File: config.mk
export PLATFORM = sky130hd
export DESIGN_NAME = flash_protocol_status
export DESIGN_NICKNAME = d
export VERILOG_FILES = /design/src/inc/flash_regs_pkg.sv /design/src/verilog/flash_protocol_status.sv
export SDC_FILE = /design/constraint.sdc
export NUM_CORES = 1
export LEC_CHECK = 0
export BUFFER_PORTS_ARGS = -buffer_cell sky130_fd_sc_hd__buf_2
export CORE_ASPECT_RATIO = 0.6
export CORE_MARGIN = 2
export CORE_UTILIZATION = 50
export CTS_CLUSTER_SIZE = 28
export DETAILED_ROUTE_END_ITERATION = 10
export GPL_TIMING_DRIVEN = 1
export PLACE_DENSITY_LB_ADDON = 0.08
export SYNTH_ARGS = -nofsm -noshare
export SYNTH_HDL_FRONTEND = slang
export SYNTH_SLANG_ARGS = --single-unit
export TNS_END_PERCENT = 1
File: constraint.sdc
create_clock -name i_clk -period 3.9 [get_ports i_clk]
set_clock_uncertainty 0.1 [all_clocks]
set_input_delay 0.39 -clock i_clk [delete_from_list [all_inputs] [get_ports i_clk]]
set_output_delay 0.39 -clock i_clk [all_outputs]
set_load 0.01 [all_outputs]
File: src/inc/flash_regs_pkg.sv
// Constants, types and field layout of the protocol and status register bank
package flash_regs_pkg;

  // ==========================================================
  // Clock and timing
  localparam int CLK_PERIOD_PS   = 5000;
  localparam int STATUS_WRITE_NS = 1000;
  localparam int NV_WRITE_NS     = 1500;
  localparam int ARRAY_OP_NS     = 2000;
  // Least times, rounded up to whole cycles
  localparam int STATUS_WRITE_CYC = (STATUS_WRITE_NS * 1000 + CLK_PERIOD_PS - 1) / CLK_PERIOD_PS;
  localparam int NV_WRITE_CYC     = (NV_WRITE_NS * 1000 + CLK_PERIOD_PS - 1) / CLK_PERIOD_PS;
  localparam int ARRAY_OP_CYC     = (ARRAY_OP_NS * 1000 + CLK_PERIOD_PS - 1) / CLK_PERIOD_PS;
  localparam int CNT_W            = 16;

  // ==========================================================
  // Status register fields
  localparam int ST_W          = 8;
  localparam int ST_SRWD_BIT   = 7;
  localparam int ST_PROTECT_SIZE_MSB_BIT = 6;
  localparam int ST_TB_BIT     = 5;
  localparam int ST_BP_LO_BIT  = 2;
  localparam int ST_WEL_BIT    = 1;
  localparam int ST_WIP_BIT    = 0;
  localparam logic [7:0] ST_NV_MASK = 8'hfc;

  // ==========================================================
  // Configuration register fields
  localparam int NVCR_W          = 16;
  localparam int NVCR_QUAD_BIT   = 3;
  localparam int NVCR_DUAL_BIT   = 2;
  localparam int NVCR_DUMMY_LO   = 12;
  localparam int VCR_DUMMY_LO    = 4;
  localparam int EVCR_QUAD_BIT   = 7;
  localparam int EVCR_DUAL_BIT   = 6;
  localparam logic [15:0] NVCR_FACTORY = 16'hffff;
  localparam logic [7:0]  VCR_RESET    = 8'hfb;
  localparam logic [7:0]  EVCR_RESET   = 8'hdf;
  localparam logic [7:0]  EVCR_EXT     = 8'hc0;

  // ==========================================================
  // Array geometry and protection
  localparam int SECTOR_W     = 10;
  localparam int SECTORS      = 1024;
  localparam int BP_ALL_LEVEL = 11;

  // ==========================================================
  // Types
  typedef enum logic [1:0] {PROTO_EXT, PROTO_DUAL, PROTO_QUAD} proto_t;

  typedef enum logic [3:0] {
    OP_NONE, OP_WRITE_ENABLE, OP_WRITE_DISABLE, OP_WRITE_STATUS,
    OP_WRITE_VCR, OP_WRITE_EVCR, OP_WRITE_NVCR, OP_PROGRAM,
    OP_ERASE, OP_DIE_ERASE, OP_CLEAR_FLAGS, OP_RESCUE
  } op_t;

  typedef struct packed {
    logic                valid;
    op_t                 op;
    logic [15:0]         data;
    logic [SECTOR_W-1:0] sector;
  } cmd_req_t;

  typedef struct packed {
    proto_t     proto;
    logic [2:0] cmd_lanes;
    logic [3:0] dummy_cycles;
  } link_cfg_t;

endpackage

File: src/verilog/flash_protocol_status.sv
// Protocol selection, working configuration and status/protection register bank
//
// Notes on behaviour
// - Extended protocol sends command on one line
// - EVCR bit6=0, bit7=1 gives dual at once
// - EVCR bit7=0 gives quad at once
// - Volatile protocol reverts on reset, rescue, EVCR
// - NVCR bit2=0, bit3=1 boots into dual protocol
// - NVCR bit3=0 boots into quad protocol
// - Quad busy with high voltage accepts extended
// - Boot loads working config from NVCR
// - VCR and EVCR writes update working config
// - SRWD with write protect low blocks status
// - Top/bottom bit anchors protected range
// - WEL clear at power-up, needed for status, NVCR, program and erase
// - WIP high while write/program/erase busy
// - Volatile status bits cleared by reset
// - Die erase only with all BP zero
// - Protection error keeps WEL until clear-flags
// - Controller ready flag is inverse of WIP
// - Serial sampling edges and modes 0/3 (not handled here; left to the serial front end)
// - Both NV protocol bits zero means quad
`timescale 1ns/100ps

module flash_protocol_status #(
  parameter int STATUS_WRITE_CYC = flash_regs_pkg::STATUS_WRITE_CYC,
  parameter int NV_WRITE_CYC     = flash_regs_pkg::NV_WRITE_CYC,
  parameter int ARRAY_OP_CYC     = flash_regs_pkg::ARRAY_OP_CYC
) (
  // Clock and power-on/software reset
  input  wire logic                        i_clk,
  input  wire logic                        i_reset,
  // Factory state of nonvolatile cells, sampled during reset
  input  wire logic                        i_nv_factory_init,
  // Decoded command from the serial front end
  input  wire flash_regs_pkg::cmd_req_t    i_cmd,
  output logic                             o_cmd_ready,
  // Pins
  input  wire logic                        i_write_protect_n,
  input  wire logic                        i_highvolt_assist_input,
  // Register read back
  output logic [flash_regs_pkg::ST_W-1:0]   o_device_status_protection,
  output logic [flash_regs_pkg::NVCR_W-1:0] o_nvcr,
  output logic [7:0]                       o_vcr,
  output logic [7:0]                       o_evcr,
  // Flag status bits
  output logic                             o_pe_ctrl_ready,
  output logic                             o_protection_error,
  // Link configuration for the serial front end
  output flash_regs_pkg::link_cfg_t         o_link_cfg,
  // Array engine strobe
  output logic                             o_array_start,
  output flash_regs_pkg::op_t               o_array_op,
  output logic [flash_regs_pkg::SECTOR_W-1:0] o_array_sector
);

  // ==========================================================
  // Types and state
  typedef enum logic {ST_IDLE, ST_BUSY} fsm_t;

  typedef struct packed {
    fsm_t                                   fsm;
    logic [flash_regs_pkg::ST_W-1:0]        status;
    logic [flash_regs_pkg::NVCR_W-1:0]      nvcr;
    logic [7:0]                             vcr;
    logic [7:0]                             evcr;
    flash_regs_pkg::proto_t                 proto;
    logic [3:0]                             dummy;
    logic                                   prot_err;
    flash_regs_pkg::op_t                    op;
    logic [15:0]                            pend;
    logic [flash_regs_pkg::SECTOR_W-1:0]    sector;
    logic [flash_regs_pkg::CNT_W-1:0]       cnt;
    logic                                   start;
  } state_t;

  state_t s_q;
  state_t s_d;

  // ==========================================================
  // Helpers
  function automatic flash_regs_pkg::proto_t proto_from_bits(input logic quad_n,
                                                             input logic dual_n);
    if (!quad_n) begin
      return flash_regs_pkg::PROTO_QUAD;
    end else if (!dual_n) begin
      return flash_regs_pkg::PROTO_DUAL;
    end
    return flash_regs_pkg::PROTO_EXT;
  endfunction

  // Protected span: none, 2^(n-1) sectors, or the whole array
  function automatic logic sector_protected(input logic [flash_regs_pkg::SECTOR_W-1:0] sec,
                                            input logic [3:0] bp,
                                            input logic tb);
    logic [flash_regs_pkg::SECTOR_W:0] size;
    logic [flash_regs_pkg::SECTOR_W:0] sec_w;
    size  = '0;
    sec_w = {1'b0, sec};
    if (bp == 4'h0) begin
      return 1'b0;
    end
    if (32'(bp) >= flash_regs_pkg::BP_ALL_LEVEL) begin
      return 1'b1;
    end
    size = (flash_regs_pkg::SECTOR_W+1)'(1) << (bp - 4'h1);
    if (tb) begin
      return sec_w < size;
    end
    return sec_w >= ((flash_regs_pkg::SECTOR_W+1)'(flash_regs_pkg::SECTORS) - size);
  endfunction

  function automatic logic [3:0] bp_of(input logic [7:0] st);
    return {st[flash_regs_pkg::ST_PROTECT_SIZE_MSB_BIT], st[flash_regs_pkg::ST_BP_LO_BIT+2 -: 3]};
  endfunction

  // ==========================================================
  // Next state
  logic                             wel;
  logic                             status_locked;
  logic [3:0]                       bp;
  logic                             tb;

  always_comb begin
    s_d       = s_q;
    s_d.start = 1'b0;
    wel       = s_q.status[flash_regs_pkg::ST_WEL_BIT];
    bp        = bp_of(s_q.status);
    tb        = s_q.status[flash_regs_pkg::ST_TB_BIT];
    // Hardware protection of the status register
    status_locked = s_q.status[flash_regs_pkg::ST_SRWD_BIT] && !i_write_protect_n;

    case (s_q.fsm)
      ST_IDLE: begin
        if (i_cmd.valid) begin
          case (i_cmd.op)
            flash_regs_pkg::OP_WRITE_ENABLE: begin
              s_d.status[flash_regs_pkg::ST_WEL_BIT] = 1'b1;
            end
            flash_regs_pkg::OP_WRITE_DISABLE: begin
              // Latch stays set after a protection error
              if (!s_q.prot_err) begin
                s_d.status[flash_regs_pkg::ST_WEL_BIT] = 1'b0;
              end
            end
            flash_regs_pkg::OP_CLEAR_FLAGS: begin
              s_d.prot_err = 1'b0;
              if (s_q.prot_err) begin
                s_d.status[flash_regs_pkg::ST_WEL_BIT] = 1'b0;
              end
            end
            flash_regs_pkg::OP_WRITE_STATUS: begin
              if (wel && !status_locked) begin
                s_d.fsm  = ST_BUSY;
                s_d.op   = i_cmd.op;
                s_d.pend = i_cmd.data;
                s_d.cnt  = flash_regs_pkg::CNT_W'(STATUS_WRITE_CYC - 1);
                s_d.status[flash_regs_pkg::ST_WIP_BIT] = 1'b1;
              end
            end
            flash_regs_pkg::OP_WRITE_NVCR: begin
              if (wel) begin
                s_d.fsm  = ST_BUSY;
                s_d.op   = i_cmd.op;
                s_d.pend = i_cmd.data;
                s_d.cnt  = flash_regs_pkg::CNT_W'(NV_WRITE_CYC - 1);
                s_d.status[flash_regs_pkg::ST_WIP_BIT] = 1'b1;
              end
            end
            flash_regs_pkg::OP_WRITE_VCR: begin
              s_d.vcr   = i_cmd.data[7:0];
              s_d.dummy = i_cmd.data[flash_regs_pkg::VCR_DUMMY_LO +: 4];
            end
            flash_regs_pkg::OP_WRITE_EVCR: begin
              // Each fresh write reselects protocol, so 11 returns to extended
              s_d.evcr  = i_cmd.data[7:0];
              s_d.proto = proto_from_bits(i_cmd.data[flash_regs_pkg::EVCR_QUAD_BIT],
                                          i_cmd.data[flash_regs_pkg::EVCR_DUAL_BIT]);
            end
            flash_regs_pkg::OP_RESCUE: begin
              s_d.evcr  = s_q.evcr | flash_regs_pkg::EVCR_EXT;
              s_d.proto = flash_regs_pkg::PROTO_EXT;
            end
            flash_regs_pkg::OP_PROGRAM,
            flash_regs_pkg::OP_ERASE,
            flash_regs_pkg::OP_DIE_ERASE: begin
              if (wel) begin
                if ((i_cmd.op == flash_regs_pkg::OP_DIE_ERASE) ? (bp != 4'h0)
                    : sector_protected(i_cmd.sector, bp, tb)) begin
                  // Refused: flag error and hold the latch
                  s_d.prot_err = 1'b1;
                end else begin
                  s_d.fsm    = ST_BUSY;
                  s_d.op     = i_cmd.op;
                  s_d.sector = i_cmd.sector;
                  s_d.start  = 1'b1;
                  s_d.cnt    = flash_regs_pkg::CNT_W'(ARRAY_OP_CYC - 1);
                  s_d.status[flash_regs_pkg::ST_WIP_BIT] = 1'b1;
                end
              end
            end
            default: begin
            end
          endcase
        end
      end
      ST_BUSY: begin
        if (s_q.cnt != '0) begin
          s_d.cnt = s_q.cnt - flash_regs_pkg::CNT_W'(1);
        end else begin
          s_d.fsm = ST_IDLE;
          s_d.status[flash_regs_pkg::ST_WIP_BIT] = 1'b0;
          s_d.status[flash_regs_pkg::ST_WEL_BIT] = 1'b0;
          if (s_q.op == flash_regs_pkg::OP_WRITE_STATUS) begin
            // Only nonvolatile bits take the written value
            s_d.status = (s_q.pend[7:0] & flash_regs_pkg::ST_NV_MASK);
          end
          if (s_q.op == flash_regs_pkg::OP_WRITE_NVCR) begin
            // Takes effect at next boot only
            s_d.nvcr = s_q.pend;
          end
        end
      end
      default: begin
        s_d.fsm = ST_IDLE;
      end
    endcase
  end

  // ==========================================================
  // Registers
  // Decoded commands are sampled on the rising edge only
  always_ff @(posedge i_clk) begin
    if (i_reset) begin
      // Nonvolatile cells keep their contents across reset unless i_nv_factory_init loads the factory state
      s_q.status <= s_q.status & flash_regs_pkg::ST_NV_MASK;
      s_q.nvcr   <= s_q.nvcr;
      if (i_nv_factory_init) begin
        s_q.status <= '0;
        s_q.nvcr   <= flash_regs_pkg::NVCR_FACTORY;
      end
      s_q.fsm      <= ST_IDLE;
      s_q.vcr      <= flash_regs_pkg::VCR_RESET;
      s_q.evcr     <= flash_regs_pkg::EVCR_RESET;
      s_q.prot_err <= 1'b0;
      s_q.op       <= flash_regs_pkg::OP_NONE;
      s_q.pend     <= '0;
      s_q.sector   <= '0;
      s_q.cnt      <= '0;
      s_q.start    <= 1'b0;
      // Working configuration loaded from the nonvolatile image
      s_q.dummy    <= i_nv_factory_init ? flash_regs_pkg::NVCR_FACTORY[flash_regs_pkg::NVCR_DUMMY_LO +: 4]
                                        : s_q.nvcr[flash_regs_pkg::NVCR_DUMMY_LO +: 4];
      s_q.proto    <= i_nv_factory_init ? flash_regs_pkg::PROTO_EXT
                                        : proto_from_bits(s_q.nvcr[flash_regs_pkg::NVCR_QUAD_BIT],
                                                          s_q.nvcr[flash_regs_pkg::NVCR_DUAL_BIT]);
    end else begin
      s_q <= s_d;
    end
  end

  // ==========================================================
  // Outputs
  flash_regs_pkg::proto_t live_proto;

  always_comb begin
    live_proto = s_q.proto;
    // Extended framing lets the host poll or suspend during a high-voltage cycle
    if (s_q.proto == flash_regs_pkg::PROTO_QUAD && s_q.fsm == ST_BUSY && i_highvolt_assist_input) begin
      live_proto = flash_regs_pkg::PROTO_EXT;
    end
  end

  always_comb begin
    o_link_cfg.proto        = live_proto;
    o_link_cfg.dummy_cycles = s_q.dummy;
    // Sampling edges and idle clock level are handled by the serial front end
    case (live_proto)
      flash_regs_pkg::PROTO_DUAL: o_link_cfg.cmd_lanes = 3'h2;
      flash_regs_pkg::PROTO_QUAD: o_link_cfg.cmd_lanes = 3'h4;
      default:                    o_link_cfg.cmd_lanes = 3'h1;
    endcase
  end

  assign o_cmd_ready                = (s_q.fsm == ST_IDLE);
  assign o_device_status_protection = s_q.status;
  assign o_nvcr                     = s_q.nvcr;
  assign o_vcr                      = s_q.vcr;
  assign o_evcr                     = s_q.evcr;
  assign o_pe_ctrl_ready            = ~s_q.status[flash_regs_pkg::ST_WIP_BIT];
  assign o_protection_error         = s_q.prot_err;
  assign o_array_start              = s_q.start;
  assign o_array_op                 = s_q.op;
  assign o_array_sector             = s_q.sector;

endmodule // flash_protocol_status

* Word level (Yosys, flattened, before mapping)
Index checks and enable logic that the tools add are counted.
** Word-level totals
- Bits in latches :: 0
- Word-level logic and storage cells :: 200
- Memories kept :: 0
- Output and inout port bits :: 67
- ROM bits :: 0
- Flip-flop bits (word level) :: 95
- Bits in writable memories :: 0
- Bits of input ports :: 36
** Operators by class
- Multipliers :: 0
- Muxes and demuxes :: 94
- Order comparisons :: 3
- Reduce and logical (&&, ||, !) cells :: 35
- Shift-type cells :: 1
- Div/mod/pow operators :: 0
- Bitwise logic cells :: 7
- Eq/ne operators :: 41
- Add/subtract/negate cells :: 3
** Operators with widths (number)
- $mux 94 :: 1
- $mux 16 :: 5
- $mux 70 :: 1
- $pmux 16 s2 :: 2
- $mux 27 :: 2
- $mux 53 :: 1
- $mux 1 :: 51
- $pmux 16 s3 :: 1
- $mux 20 :: 2
- $mux 25 :: 1
- $mux 24 :: 1
- $ne 4x4->1 const B :: 6
- $reduce_and 7->1 :: 3
- $eq 4x3->1 const B :: 5
- $pmux 10 s2 :: 1
- $reduce_and 5->1 :: 4
- $mux 2 :: 9
- $ne 3x3->1 const B :: 6
- $eq 4x4->1 const B :: 4
- $mux 8 :: 2
- $ne 2x2->1 const B :: 8
- $reduce_bool 16->1 :: 1
- $reduce_bool 2->1 :: 8
- $sub 16x1->16 const B :: 1
- other kinds (32) :: 58

* Logic depth before layout (Yosys ltp)
- Depth in word-level cells :: 31
- Gate-level depth with buffers :: 18

* Worst setup path after synthesis
Ideal clock, no wire load.
- Kind :: reg2reg
- From :: reg s_q, in the netlist o_device_status_protection[3]
- To :: reg s_q, in the netlist o_device_status_protection[0] (enable)
- Stages on the path, launching flop included :: 16
- Arrival :: 3.358 ns
- Setup time :: 0.294 ns
- Period minus slack after synthesis :: 3.751 ns
- Required time :: 3.506 ns
- Slack :: 0.149 ns
- Path through :: edfxtp_1 buf_6 or4b_4 ha_1 clkbuf_1 nor3_1 a22o_1 ha_1 a21oi_1 o22ai_1 a211oi_2 o221ai_2 a21boi_2 or2_2 buf_2 nand2b_1
** On the way
- Cells in the longest elaborated chain, start to end :: 16
- Elaborated cells between the ends (all ways) :: 31
- Those cells by class :: add/sub: 2; order compare: 3; eq/ne: 1; shift: 1; mux: 21; reduce/logical: 3
** Ends and longest elaborated chain
- from (decl) :: line flash_protocol_status.sv:77 : state_t s_q;
- parallel branches: the longest is 13 deep, another holds $sub 11x11->11
- $mux 1 * :: line flash_protocol_status.sv:188 : if ((i_cmd.op == flash_regs_pkg::OP_DIE_ERASE) ? (bp != 4'h0)
- $ne 4x4->1 (no source line) *
- $reduce_and 7->1 (no source line) *
Mark *: on every way between the ends. The select of a mux whose other input is x is not followed.
A chain may end at the register's enable or synchronous reset.

* Final worst setup path
- From :: reg s_q, in the netlist o_device_status_protection[3]
- To :: reg s_q[12] (netlist bit)
** On the way
- Cells in the longest elaborated chain, start to end :: 16
- Elaborated cells between the ends (all ways) :: 31
- Those cells by class :: add/sub: 2; order compare: 3; eq/ne: 1; shift: 1; mux: 21; reduce/logical: 3
** Ends and longest elaborated chain (line)
- parallel branches: the longest is 13 deep, another holds $sub 11x11->11
- $mux 1 * :: flash_protocol_status.sv:188
- $ne 3x3->1 (no source line) *
- $reduce_and 7->1 (no source line) *
Marked as above.

==> results.cfg <==
[run_status]
outcome = finished, final reports clean

[floorplan]
die_w_um = 137
fp.dieH_um = 84.0
start_util_pct = 50.9
rows = 29
pin_count = 103
core-area_um2 = 10500
die_area_um2 = 11500

[critical_path]
end_kind = register
rr_worst_depth = 12
path_max_fanout = 10
start_kind = register
criticalPathCategory = reg2reg
max_stage_delay_ns = 0.58
worstPathRequired_ns = 4.09
worstPathCellList = or4b_4 -> ha_2 -> nor3_1 -> a22o_1 -> ha_1 -> a21oi_2 -> o22ai_1 -> a211oi_2 -> o221ai_4 -> a21o_4 -> or4b_1 -> a21oi_1
critical_path_arrival_ns = 3.91
cp_slowest_cell = or4b_4

[min_path]
hold_path_class = in2reg
min_path_cells = 3

[cts]
cts.sinks = 95
tritoncts = done
cts_buffer_depth = 2
clk_latency_ns = 0.35
cts_root_buf = clkbuf_16
cts_hold_buffers = 0
cts_made_buffers = 9
cts.clk_slew.worst_paths_ns = 0.08
htreeDepth = 3

[timing]
setup_viol = 0
hold_violations = 0
finalCritPeriodShare_pct = 95.4
worst_slack_ns = 0.179
slew_viol_final = 0
relSlewSlack_pct = 36.6
period_minus_slack_ns = 3.72
fmax_ghz = 0.269
worstMarginPinSlew_ns = 0.943

[synth]
synthesis.area_um2 = 5340
syn_inst = 587
yosysTopAreaCellShare_pct = 24.4
synth-seq-cells = 95
yosys.area.top_type = dfxtp_1
synth_edf_count = 30
yosysUniqueCellTypes = 61
synthFlopType = dfxtp_1
synthMostInstantiatedCell = nor2_1
async_reset_ff_share_pct = 0
synthesis.nets = 645
synth_area_leaders = dfxtp_1, edfxtp_1, buf_4
synth_common_cells = nor2_1, dfxtp_1, buf_4, nand2_1, a21oi_1
yosysSeqAreaShare_pct = 41.3
avgSynthCellArea_um2 = 9.09
yosys_warnings = 0

[route]
ant_nets = 0
wl_um = 13200
wl_per_cell_um = 16.9
first_pass_iters = 5
drc_errors = 0
vias = 4287
avgViaCountPerCell = 5.52
drtIter0Drc = 347

[cells_and_area]
diodes = 0
drive_gt1_share_pct = 24.3
area_delta_synth_final_pct = 11.2
nNetsFinal = 691
finalNonFillerCells = 777
postLayoutCoreUtil_pct = 56.6

[placement]
port_buffers = 102
placed_cells = 758
hpwlAfterDp_um = 9670
preCtsSetupSlack_ns = 0.0411
place.gp.congestion = 0.908

[global_routing]
gr-usage-all-layers_pct = 23.4
grt_pass1_wl_um = 20800
first_global_vias = 3856
grt_max_degree = 49
antenna_found_initial = 0
overflow = 0

[pwr]
power_leakage_nw = 2.43
powerDensity_nw_per_um2 = 397
vdd_ir_drop_max_mv = 0.234
finalPower_mw = 2.36

[flow_run]
maxCapViolations = 0
stage by stage:
| step | hold slack [ns] | setup TNS, ns | cell area (um^2) |
|---|---|---|---|
| 6_report | 0.169 | 0 | 5940 |
| 5_1_grt | 0.170 | -0.0729 | 5940 |
| 4_1_cts | 0.162 | 0 | 5880 |
| 3_5_place_dp | 0.348 | 0 | 5600 |
| 3_3_place_gp | 0.339 | 0 | 5600 |
| 2_1_floorplan | 0.337 | 0 | 5340 |
critical path: cells and delay by family (launching register included):
family	cells	cell delay [ns]
simple gates	3	1.29
compound gates	7	1.38
flops	1	0.39
fa+ha+maj	2	0.50
worst paths after layout:
path | start | slack [ns] | endpoint
worst min register to register | o_vcr[2]$_SDFFE_PP0P_ | 0.36 | o_vcr[2]$_SDFFE_PP0P_
worst max-delay path | o_device_status_protection[3]$_SDFFCE_PP0P_ | 0.18 | s_q[12]$_SDFFE_PP0P_
worst min-delay path | i_cmd[24] | 0.17 | s_q[41]$_SDFFE_PP0P_
worst max register to register | o_device_status_protection[3]$_SDFFCE_PP0P_ | 0.18 | s_q[12]$_SDFFE_PP0P_
registers in the layout (all words and copies together) (netlist names):
name / count
o_vcr: 8
o_evcr: 8
o_protection_error: 1
o_device_status_protection: 8
o_array_op: 4
o_link_cfg: 4
o_array_start: 1
o_nvcr: 16
o_array_sector: 10
s_q: 35
power breakdown:
group | internal (mW) | switching (mW)
Sequential | 1.06 | 0.0276
Combinational | 0.152 | 0.259
Clock | 0.446 | 0.419
cell usage in the layout (no fill, tap or decap), types with 14 or more instances in the layout:
cell and count:
a21o_1 16, buf_2 102, a21oi_1 34, edfxtp_1 30
nor2_1 66, buf_4 19, nand2_1 49, dfxtp_1 65
o21ai_0 14, ha_1 21, inv_1 14, mux2i_1 30
timing repair:
item	CTS	global route
gates resized for setup	0	5
buffers inserted	0	2
endpoints found under the setup margin	0	19
cell families after synthesis:
logic type	Yosys count	share of synthesized area, %
xor gates and xnor gates	4	0.656
adders and majority gates	22	5.16
and+or+nand+nor	206	19.2
muxes	31	5.84
buffers and inverters	103	11.9
DFF	95	41.3
AOI/OAI and AO/OA	126	16.0
layer usage:
metal / up-vias / global-route usage, % / routed length, um
met2: 143 / 32.0 / 5420
li1: 2130 / - / -
met1: 2004 / 37.1 / 6750
met3: 10 / 5.34 / 885
met4: 0 / 4.97 / 108
met5: - / 0 / 0
layout make-up:
type,count,area [um^2]
clock buffer,9,225
clock inverter,7,58.8
fill,987,4550
inverter,15,56.3
multi-input combinational,390,2550
sequential,95,2200
tap,139,174
timing repair buffer,122,673
Power figures use the tool's default switching activity.
